--- src/common/eeprom_params.svh ---
// constants shared by both ends of the serial eeprom link
`ifndef EEPROM_PARAMS_SVH
`define EEPROM_PARAMS_SVH

`define EE_DEPTH        9'h100
`define EE_ERASED       8'hff
`define EE_HDR_BITS     5'h0c
`define EE_FULL_BITS    5'h14
`define EE_OP_SPECIAL   2'h0
`define EE_OP_WRITE     2'h1
`define EE_OP_READ      2'h2
`define EE_SUB_DISABLE  2'h0
`define EE_SUB_WRITE_ALL 2'h1
`define EE_SUB_ENABLE   2'h3
`define EE_CLK_MHZ      200
`define EE_PROG_TIME_NS 4000
`define EE_PROG_CYCLES  ((`EE_PROG_TIME_NS * `EE_CLK_MHZ) / 1000)
`define EE_CS_LOW_NS    250
`define EE_CS_LOW_CYCLES (((`EE_CS_LOW_NS * `EE_CLK_MHZ) + 999) / 1000)
`define EE_SCLK_HALF    4'h8
`define EE_POLL_SETTLE  6'h10

`endif

--- src/common/eeprom_pkg.sv ---
// types shared by both ends of the serial eeprom link
`include "eeprom_params.svh"

package eeprom_pkg;

	typedef enum logic [1:0] {
		DS_IDLE = 2'h0,
		DS_CMD  = 2'h1,
		DS_READ = 2'h3,
		DS_DONE = 2'h2
	} dev_state_t;

	typedef enum logic [2:0] {
		MS_IDLE  = 3'h0,
		MS_SHIFT = 3'h1,
		MS_CSLOW = 3'h3,
		MS_POLL  = 3'h2,
		MS_GAP   = 3'h6,
		MS_READ  = 3'h5
	} mst_state_t;

	typedef enum logic [2:0] {
		CMD_READ      = 3'h0,
		CMD_WRITE     = 3'h1,
		CMD_WRITE_ALL = 3'h2,
		CMD_ENABLE    = 3'h3,
		CMD_DISABLE   = 3'h4
	} cmd_t;

	typedef struct packed {
		logic [2:0]  cs_s;
		logic [2:0]  ck_s;
		logic [2:0]  sin_s;
		logic        cs_f;
		logic        ck_f;
		logic        sin_f;
		dev_state_t  st;
		logic [4:0]  cnt;
		logic [18:0] sh;
		logic [7:0]  addr;
		logic [7:0]  rd_sh;
		logic [2:0]  rd_bit;
		logic        pen;
		logic        do_q;
		logic        oe_q;
		logic        poll;
		logic        busy;
		logic        all;
		logic [1:0]  ph;
		logic [11:0] tmr;
		logic [7:0]  wa;
		logic [7:0]  wd;
		logic [7:0]  sw;
	} dev_reg_t;

	typedef struct packed {
		mst_state_t  st;
		logic [2:0]  do_s;
		logic        do_f;
		logic        cs;
		logic        ck;
		logic        sdo;
		logic [3:0]  div;
		logic [19:0] tx;
		logic [4:0]  nb;
		logic [4:0]  tot;
		cmd_t        op;
		logic [5:0]  wt;
		logic        skip;
		logic [2:0]  rb;
		logic [7:0]  rx;
		logic [7:0]  words;
		logic        rd_valid;
		logic [7:0]  rd_data;
		logic        done;
		logic        ready;
	} mst_reg_t;

	// three-stage sample: a change counts once stages two and three agree
	function automatic logic settle(input logic [2:0] s, input logic f);
		return (s[1] == s[2]) ? s[2] : f;
	endfunction

endpackage

--- src/common/eeprom_link_if.sv ---
// four-wire link between serial master and eeprom device
`timescale 1ns/100ps
`default_nettype none

interface eeprom_link_if;
	logic cs;
	logic sclk;
	logic serial_in;
	logic do_bit;
	logic do_oe;
	logic do_line;

	// undriven output line reads high, as with a pull-up
	assign do_line = do_oe ? do_bit : 1'b1;

	modport device (
		input  cs,
		input  sclk,
		input  serial_in,
		output do_bit,
		output do_oe
	);

	modport master (
		output cs,
		output sclk,
		output serial_in,
		input  do_line
	);
endinterface

`default_nettype wire

--- src/verilog/eeprom_device.sv ---
// serial eeprom device end: command decode, read, write, protection
`timescale 1ns/100ps
`default_nettype none

`include "eeprom_params.svh"

module eeprom_device
	import eeprom_pkg::*;
(
	// clock and reset
	input  wire logic        clk,
	input  wire logic        rst,
	// link to the master
	eeprom_link_if.device    lk,
	// state seen by the user side
	output logic             program_enabled,
	output logic             busy
);

	dev_reg_t   q;
	dev_reg_t   d;
	logic [7:0] mem [0:255];
	logic       we;
	logic [7:0] wad;
	logic [7:0] wdat;
	logic       cs_n;
	logic       ck_n;
	logic       sin_n;
	logic       rise;
	logic [4:0] cnt_n;
	logic [18:0] sh_n;
	logic [7:0] rd_first;
	logic [7:0] rd_next;

	localparam logic [11:0] PROG_LAST = 12'(`EE_PROG_CYCLES - 1);

	assign rd_first = mem[sh_n[7:0]];
	assign rd_next  = mem[q.addr + 8'h01];

	always_comb begin
		d = q;
		we = 1'b0;
		wad = q.wa;
		wdat = q.wd;
		d.cs_s = {q.cs_s[1:0], lk.cs};
		d.ck_s = {q.ck_s[1:0], lk.sclk};
		d.sin_s = {q.sin_s[1:0], lk.serial_in};
		cs_n = settle(q.cs_s, q.cs_f);
		ck_n = settle(q.ck_s, q.ck_f);
		sin_n = settle(q.sin_s, q.sin_f);
		d.cs_f = cs_n;
		d.ck_f = ck_n;
		d.sin_f = sin_n;
		rise = ck_n & ~q.ck_f;
		cnt_n = q.cnt + 5'h01;
		sh_n = {q.sh[17:0], sin_n};

		// self-timed engine, runs on clk alone with no link clocks
		if (q.busy) begin
			if (!q.all) begin
				d.tmr = q.tmr + 12'h001;
				if (q.tmr == PROG_LAST) begin
					we = 1'b1;
					d.busy = 1'b0;
				end
			end else begin
				unique case (q.ph)
					2'h0: begin
						we = 1'b1;
						wad = q.sw;
						wdat = `EE_ERASED;
						d.sw = q.sw + 8'h01;
						if (q.sw == 8'hff)
							d.ph = 2'h1;
					end
					2'h1: begin
						we = 1'b1;
						wad = q.sw;
						d.sw = q.sw + 8'h01;
						if (q.sw == 8'hff)
							d.ph = 2'h2;
					end
					2'h2: begin
						d.tmr = q.tmr + 12'h001;
						if (q.tmr == PROG_LAST)
							d.busy = 1'b0;
					end
					2'h3: d.busy = 1'b0;
				endcase
			end
		end

		// status shows only after select has been low and comes back
		if (cs_n & ~q.cs_f & q.poll) begin
			d.oe_q = 1'b1;
			// fresh status with the enable, no stale bit from last poll
			d.do_q = ~q.busy;
		end
		if (q.cs_f & q.poll & q.oe_q & (q.st == DS_IDLE))
			d.do_q = ~q.busy;

		if (!cs_n) begin
			if (q.cs_f) begin
				d.oe_q = 1'b0;
				if (!q.busy)
					d.poll = 1'b0;
			end
			d.st = DS_IDLE;
		end else if (rise) begin
			unique case (q.st)
				DS_IDLE: begin
					// start bits are ignored while a cycle is still running
					if (sin_n && !q.busy) begin
						d.st = DS_CMD;
						d.cnt = 5'h01;
						d.sh = '0;
						d.poll = 1'b0;
						d.oe_q = 1'b0;
					end
				end
				DS_CMD: begin
					d.cnt = cnt_n;
					d.sh = sh_n;
					if (cnt_n == `EE_HDR_BITS) begin
						unique case (sh_n[10:9])
							`EE_OP_READ: begin
								d.st = DS_READ;
								d.addr = sh_n[7:0];
								d.rd_sh = rd_first;
								d.rd_bit = 3'h0;
								d.oe_q = 1'b1;
								d.do_q = 1'b0;
							end
							`EE_OP_WRITE: d.st = DS_CMD;
							`EE_OP_SPECIAL: begin
								d.st = DS_DONE;
								if (sh_n[8:7] == `EE_SUB_ENABLE)
									d.pen = 1'b1;
								else if (sh_n[8:7] == `EE_SUB_DISABLE)
									d.pen = 1'b0;
								else if (sh_n[8:7] == `EE_SUB_WRITE_ALL)
									d.st = DS_CMD;
							end
							default: d.st = DS_DONE;
						endcase
					end else if (cnt_n == `EE_FULL_BITS) begin
						d.st = DS_DONE;
						d.wa = sh_n[15:8];
						d.wd = sh_n[7:0];
						if (q.pen) begin
							d.busy = 1'b1;
							d.all = (sh_n[18:17] == `EE_OP_SPECIAL);
							d.ph = 2'h0;
							d.tmr = 12'h000;
							d.sw = 8'h00;
							d.poll = 1'b1;
						end
					end
				end
				DS_READ: begin
					d.do_q = q.rd_sh[7];
					if (q.rd_bit == 3'h7) begin
						d.addr = q.addr + 8'h01;
						d.rd_sh = rd_next;
						d.rd_bit = 3'h0;
					end else begin
						d.rd_sh = {q.rd_sh[6:0], 1'b0};
						d.rd_bit = q.rd_bit + 3'h1;
					end
				end
				DS_DONE: d.st = DS_DONE;
			endcase
		end
	end

	always_ff @(posedge clk) begin
		if (rst) begin
			q <= '0;
		end else begin
			q <= d;
		end
	end

	// array keeps its contents through reset, as nonvolatile cells do
	always_ff @(posedge clk) begin
		if (we)
			mem[wad] <= wdat;
	end

	assign lk.do_bit = q.do_q;
	assign lk.do_oe = q.oe_q;
	assign program_enabled = q.pen;
	assign busy = q.busy;

endmodule

`default_nettype wire

--- src/flat_wrapper.sv ---
// flat-port wrapper written by rule: the top's interface ports become plain ports
module eeprom_device_flat import eeprom_pkg::*;
  (clk, rst, program_enabled, busy, lk_cs, lk_sclk, lk_serial_in, lk_do_bit, lk_do_oe);
  eeprom_link_if lk_i ();
  input  wire logic clk;
  input  wire logic rst;
  output logic program_enabled;
  output logic busy;
  input wire logic [$bits(lk_i.cs)-1:0] lk_cs;
  input wire logic [$bits(lk_i.sclk)-1:0] lk_sclk;
  input wire logic [$bits(lk_i.serial_in)-1:0] lk_serial_in;
  output wire logic [$bits(lk_i.do_bit)-1:0] lk_do_bit;
  output wire logic [$bits(lk_i.do_oe)-1:0] lk_do_oe;
  assign lk_i.cs = lk_cs;
  assign lk_i.sclk = lk_sclk;
  assign lk_i.serial_in = lk_serial_in;
  assign lk_do_bit = lk_i.do_bit;
  assign lk_do_oe = lk_i.do_oe;
  eeprom_device u_core (.clk(clk), .rst(rst), .lk(lk_i), .program_enabled(program_enabled), .busy(busy));
endmodule
--- config.mk ---
export PLATFORM = sky130hd
export DESIGN_NAME = eeprom_device_flat
export DESIGN_NICKNAME = d
export VERILOG_FILES = /design/src/common/eeprom_pkg.sv /design/src/common/eeprom_link_if.sv /design/src/verilog/eeprom_device.sv /design/src/flat_wrapper.sv
export VERILOG_INCLUDE_DIRS = /design/src /design/src/common
export SDC_FILE = /design/constraint.sdc
export NUM_CORES = 2
export LEC_CHECK = 0
export ABC_AREA = 0
export BUFFER_PORTS_ARGS = -buffer_cell sky130_fd_sc_hd__buf_2
export CAP_MARGIN = 10
export CORE_UTILIZATION = 40
export CTS_CLUSTER_SIZE = 10
export DETAILED_ROUTE_END_ITERATION = 6
export PLACE_DENSITY_LB_ADDON = 0.15
export SLEW_MARGIN = 20
export SYNTH_ARGS = -nofsm -noshare
export SYNTH_HDL_FRONTEND = slang
export SYNTH_SLANG_ARGS = --single-unit
--- constraint.sdc ---
create_clock -name clk -period 3.9 [get_ports clk]
set_input_delay 0.78 -clock clk [delete_from_list [all_inputs] [get_ports clk]]
set_output_delay 0.78 -clock clk [all_outputs]
set_load 0.005 [all_outputs]
==> impl_metrics.ini <==
[power]
comb_power_share_pct = 0.2
p_leak_nw = 37.0
p_per_area_mw_per_mm2 = 404
worst_ir_drop_vdd_mv = 0.449
power_frac_clock_pct = 47.4
intPower_w = 0.0381
p_switching_w = 0.00944
p_seq_share_pct = 52.4
p_sw_share_pct = 19.9

[clock_network]
cts_htree_levels = 5
clk_latency_ns = 0.92
cts_tree = built
cts_setup_buffers = 0
cts.clk_slew.worst_paths_ns = 0.06
postCtsHoldBufs = 0
clockBufferDepth = 4
cts-root-buf = clkbuf_16
cts-buffers-inserted = 274
cts.sinks = 2148

[grt]
antenna_found_initial = 25
grt_pass1_vias = 63500
grt_usage_pct = 29.7
grt_start_max_net_pins = 145
grt_overflow = 0
grt_first_pass_wirelength_um = 525000

[place]
port_buffers = 8
gp_congestion = 0.969
place_hpwl_um = 261000
dp_slack_ns = -0.338

[synth]
synth_area_per_cell_sq_um = 17.1
ys_top_cells_by_count = 2048 x edfxtp_1, 966 x mux4_2, 591 x nand2_1
synth_edf_count = 2048
syn-cell-area_sq_mm = 0.101
post-synth-top-count-cell = edfxtp_1
synth_fp_nets = 5929
netlist_instances = 5910
synthFlopType = edfxtp_1
postSynth.asyncResetShare_pct = 0
ys_ff_latch = 2148
synth_area_leaders = edfxtp_1 61%, mux4_2 22%, mux2i_1 2.4%
netlist.area_leader.share_pct = 61.0
synth.distinct_cells = 78
ys_seq_area_share_pct = 63.0
synth_warnings = 0
yosysTopAreaCell = edfxtp_1

[die]
fp.dieW_um = 504
io_pins = 9
rows = 183
die_h_um = 504
start_util_pct = 40.4
dieArea_sq_mm = 0.254
core-area_sq_mm = 0.250

[setup_path]
critPathTopFamily = compound AO/OA/AOI/OAI gates
crit_top_cell = buf_12
arrival_ns = 4.69
cpPeakStageDelay_ns = 0.55
critical_path_class = flip-flop to flip-flop
cp_cell_sequence = maj3_4, buf_12, buf_12, buf_4, mux4_2, o2111ai_1, a41oi_2, a31oi_1, and3_1, a311oi_1
critPathMaxFanout = 22
critPathSlowestCell = a31oi_1
crit_buf_inv = 3
crit_required_ns = 4.67
cp-end-kind = flip-flop
crit_path_start_kind = flip-flop

[timing]
fin_skew_ns = 0.0498
finalWorstSetupSlack_ns = -0.0204
max_freq_mhz = 255
final_max_slew_viol_count = 0
min_period_ns = 3.92
finalHoldViolCount = 0
whs_ns = 0.0784
worstMarginPinSlew_ns = 1.22
slew_headroom_pct = 18.3
rsz0062_at_grt = false
layout_worst_path_cycle_share_pct = 101
setup_viol = 3

[status]
violations = design-rule violations, negative setup slack
outcome = finished, violations left

[finish]
drive_gt1_share_pct = 31.9
final_nets = 6496
synthToLayoutAreaGrowth_pct = 16.7
fillers = 21300

[worst_hold_path]
min_path_type = primary input to flip-flop

[detailed_routing]
postRouteAntennaNets = 0
vias = 64900
drtIter0Drc = 9035
viasPerCell = 6.54
drc = 2
wl_per_cell_um = 38.4
wirelength_um = 382000
firstDrtPassIters = 7

[run]
cap_violations = 0
==> layout make-up <==
type	instances	area, sq um	share of cell area, %
flip-flops and latches	2148	63500	54.0
multi-input cells	3291	35500	30.2
clock buffers	357	7350	6.24
repair buffers	749	6880	5.85
well taps	3330	4170	3.54
clock inverters	25	184	0.156
inverters	13	51.3	0.0436
diodes	12	30.0	0.0255
==> placed cells by master, fill, tap and decap left out, types with 14 or more instances in the layout <==
cell type  Yosys  layout
nor3_1        37      37
nor2b_1       26      23
nand4_1       39      39
o21ai_0       81      79
nand2_1      591     574
xor2_1        18      15
a32oi_1       26      26
nand2_2        0      14
a311oi_1      15      15
a31oi_1       50      50
edfxtp_1    2048    2048
o2111ai_1     15      15
nor2_1       410     401
nor4_1        29      26
and3_1        14      14
buf_12         0     102
clkbuf_1     225      74
o221ai_1      14      14
nand3b_1      16      16
mux2i_1      241     241
or3_1         21      21
mux4_2       966     966
a21oi_1      133     133
clkinv_1       0      14
o22ai_1       42      42
nand3_1      166     166
a22oi_1       32      30
a211oi_1      35      33
dfxtp_1      100      94
a22o_1        29      29
a221oi_1      42      42
o211ai_1      15      15
clkbuf_16      0     282
o311ai_0      19      18
buf_4         39     639
==> state kept, by name, indices dropped and copies added (netlist names) <==
signal	flops
u_core.lk.do_oe	1
u_core.mem	2048
u_core.program_enabled	1
u_core.q	90
u_core.busy	1
u_core.d	6
u_core.lk.do_bit	1
==> layer usage <==
metal,track usage (%),vias up,wire length (um)
met3,6.21,870,37000
met5,0,-,125
met1,39.5,34400,146000
met4,14.0,18,20600
met2,46.8,4119,178000
li1,-,25500,-
==> kinds of logic after synthesis <==
kind of cell	Yosys count	share of synthesized area, %
AOI/OAI and AO/OA	611	4.16
xor gates and xnor gates	31	0.277
and+or+nand+nor	1417	6.14
buffers and inverters	471	2.16
DFF	2148	63.0
adders and majority gates	16	0.194
muxes	1216	24.1
==> what timing repair did <==
| action | in CTS | in global routing |
|---|---|---|
| setup endpoints to repair | 5 | 15 |
| gates resized for setup | 9 | 6 |
| pin swaps | 0 | 2 |
==> worst reg2reg max path: stages, from the launching register on <==
cell       delay (ns)
dfxtp_1          0.44
maj3_4           0.49
buf_12           0.29
buf_12           0.24
buf_4            0.23
mux4_2           0.33
o2111ai_1        0.51
a41oi_2          0.34
a31oi_1          0.55
and3_1           0.27
a311oi_1         0.08
==> power by group through the flow <==
stage	Clock [W]	Combinational [W]	Sequential [W]
6_report	0.0225	0.000101	0.0249
5_1_grt	0.0236	0.000105	0.0249
4_1_cts	0.0228	0.000101	0.0249
3_5_place_dp	0	0.000100	0.0254
3_3_place_gp	0	0.0000996	0.0254
2_1_floorplan	0	0.0000593	0.0254
==> through the flow <==
| stage | util, % | total power, W | cell area, sq um | TNS, ns | std cells |
|---|---|---|---|---|---|
| after floorplan | - | 0.0254 | 101000 | 0 | 5910 |
| after global placement | 44.1 | 0.0255 | 110000 | -0.919 | 9531 |
| after detailed placement | 44.1 | 0.0255 | 110000 | -0.636 | 9532 |
| after CTS | 47.1 | 0.0478 | 118000 | 0 | 9914 |
| after global routing | 47.1 | 0.0486 | 118000 | 0 | 9916 |
| final | 47.1 | 0.0475 | 118000 | -0.0428 | 9925 |
==> path summary, 6_finish.rpt <==
kind | cells after the start | start | slack [ns] | to
setup / recovery | 10 | u_core.d[94] | -0.02 | u_core.q[48]
hold reg to reg | 1 | u_core.d[99] | 0.46 | u_core.d[100]
hold / removal | 2 | lk_serial_in | 0.08 | u_core.d[93]
setup reg to reg | 10 | u_core.d[94] | -0.02 | u_core.q[48]
Note: power is estimated with default switching activity, not from simulation.
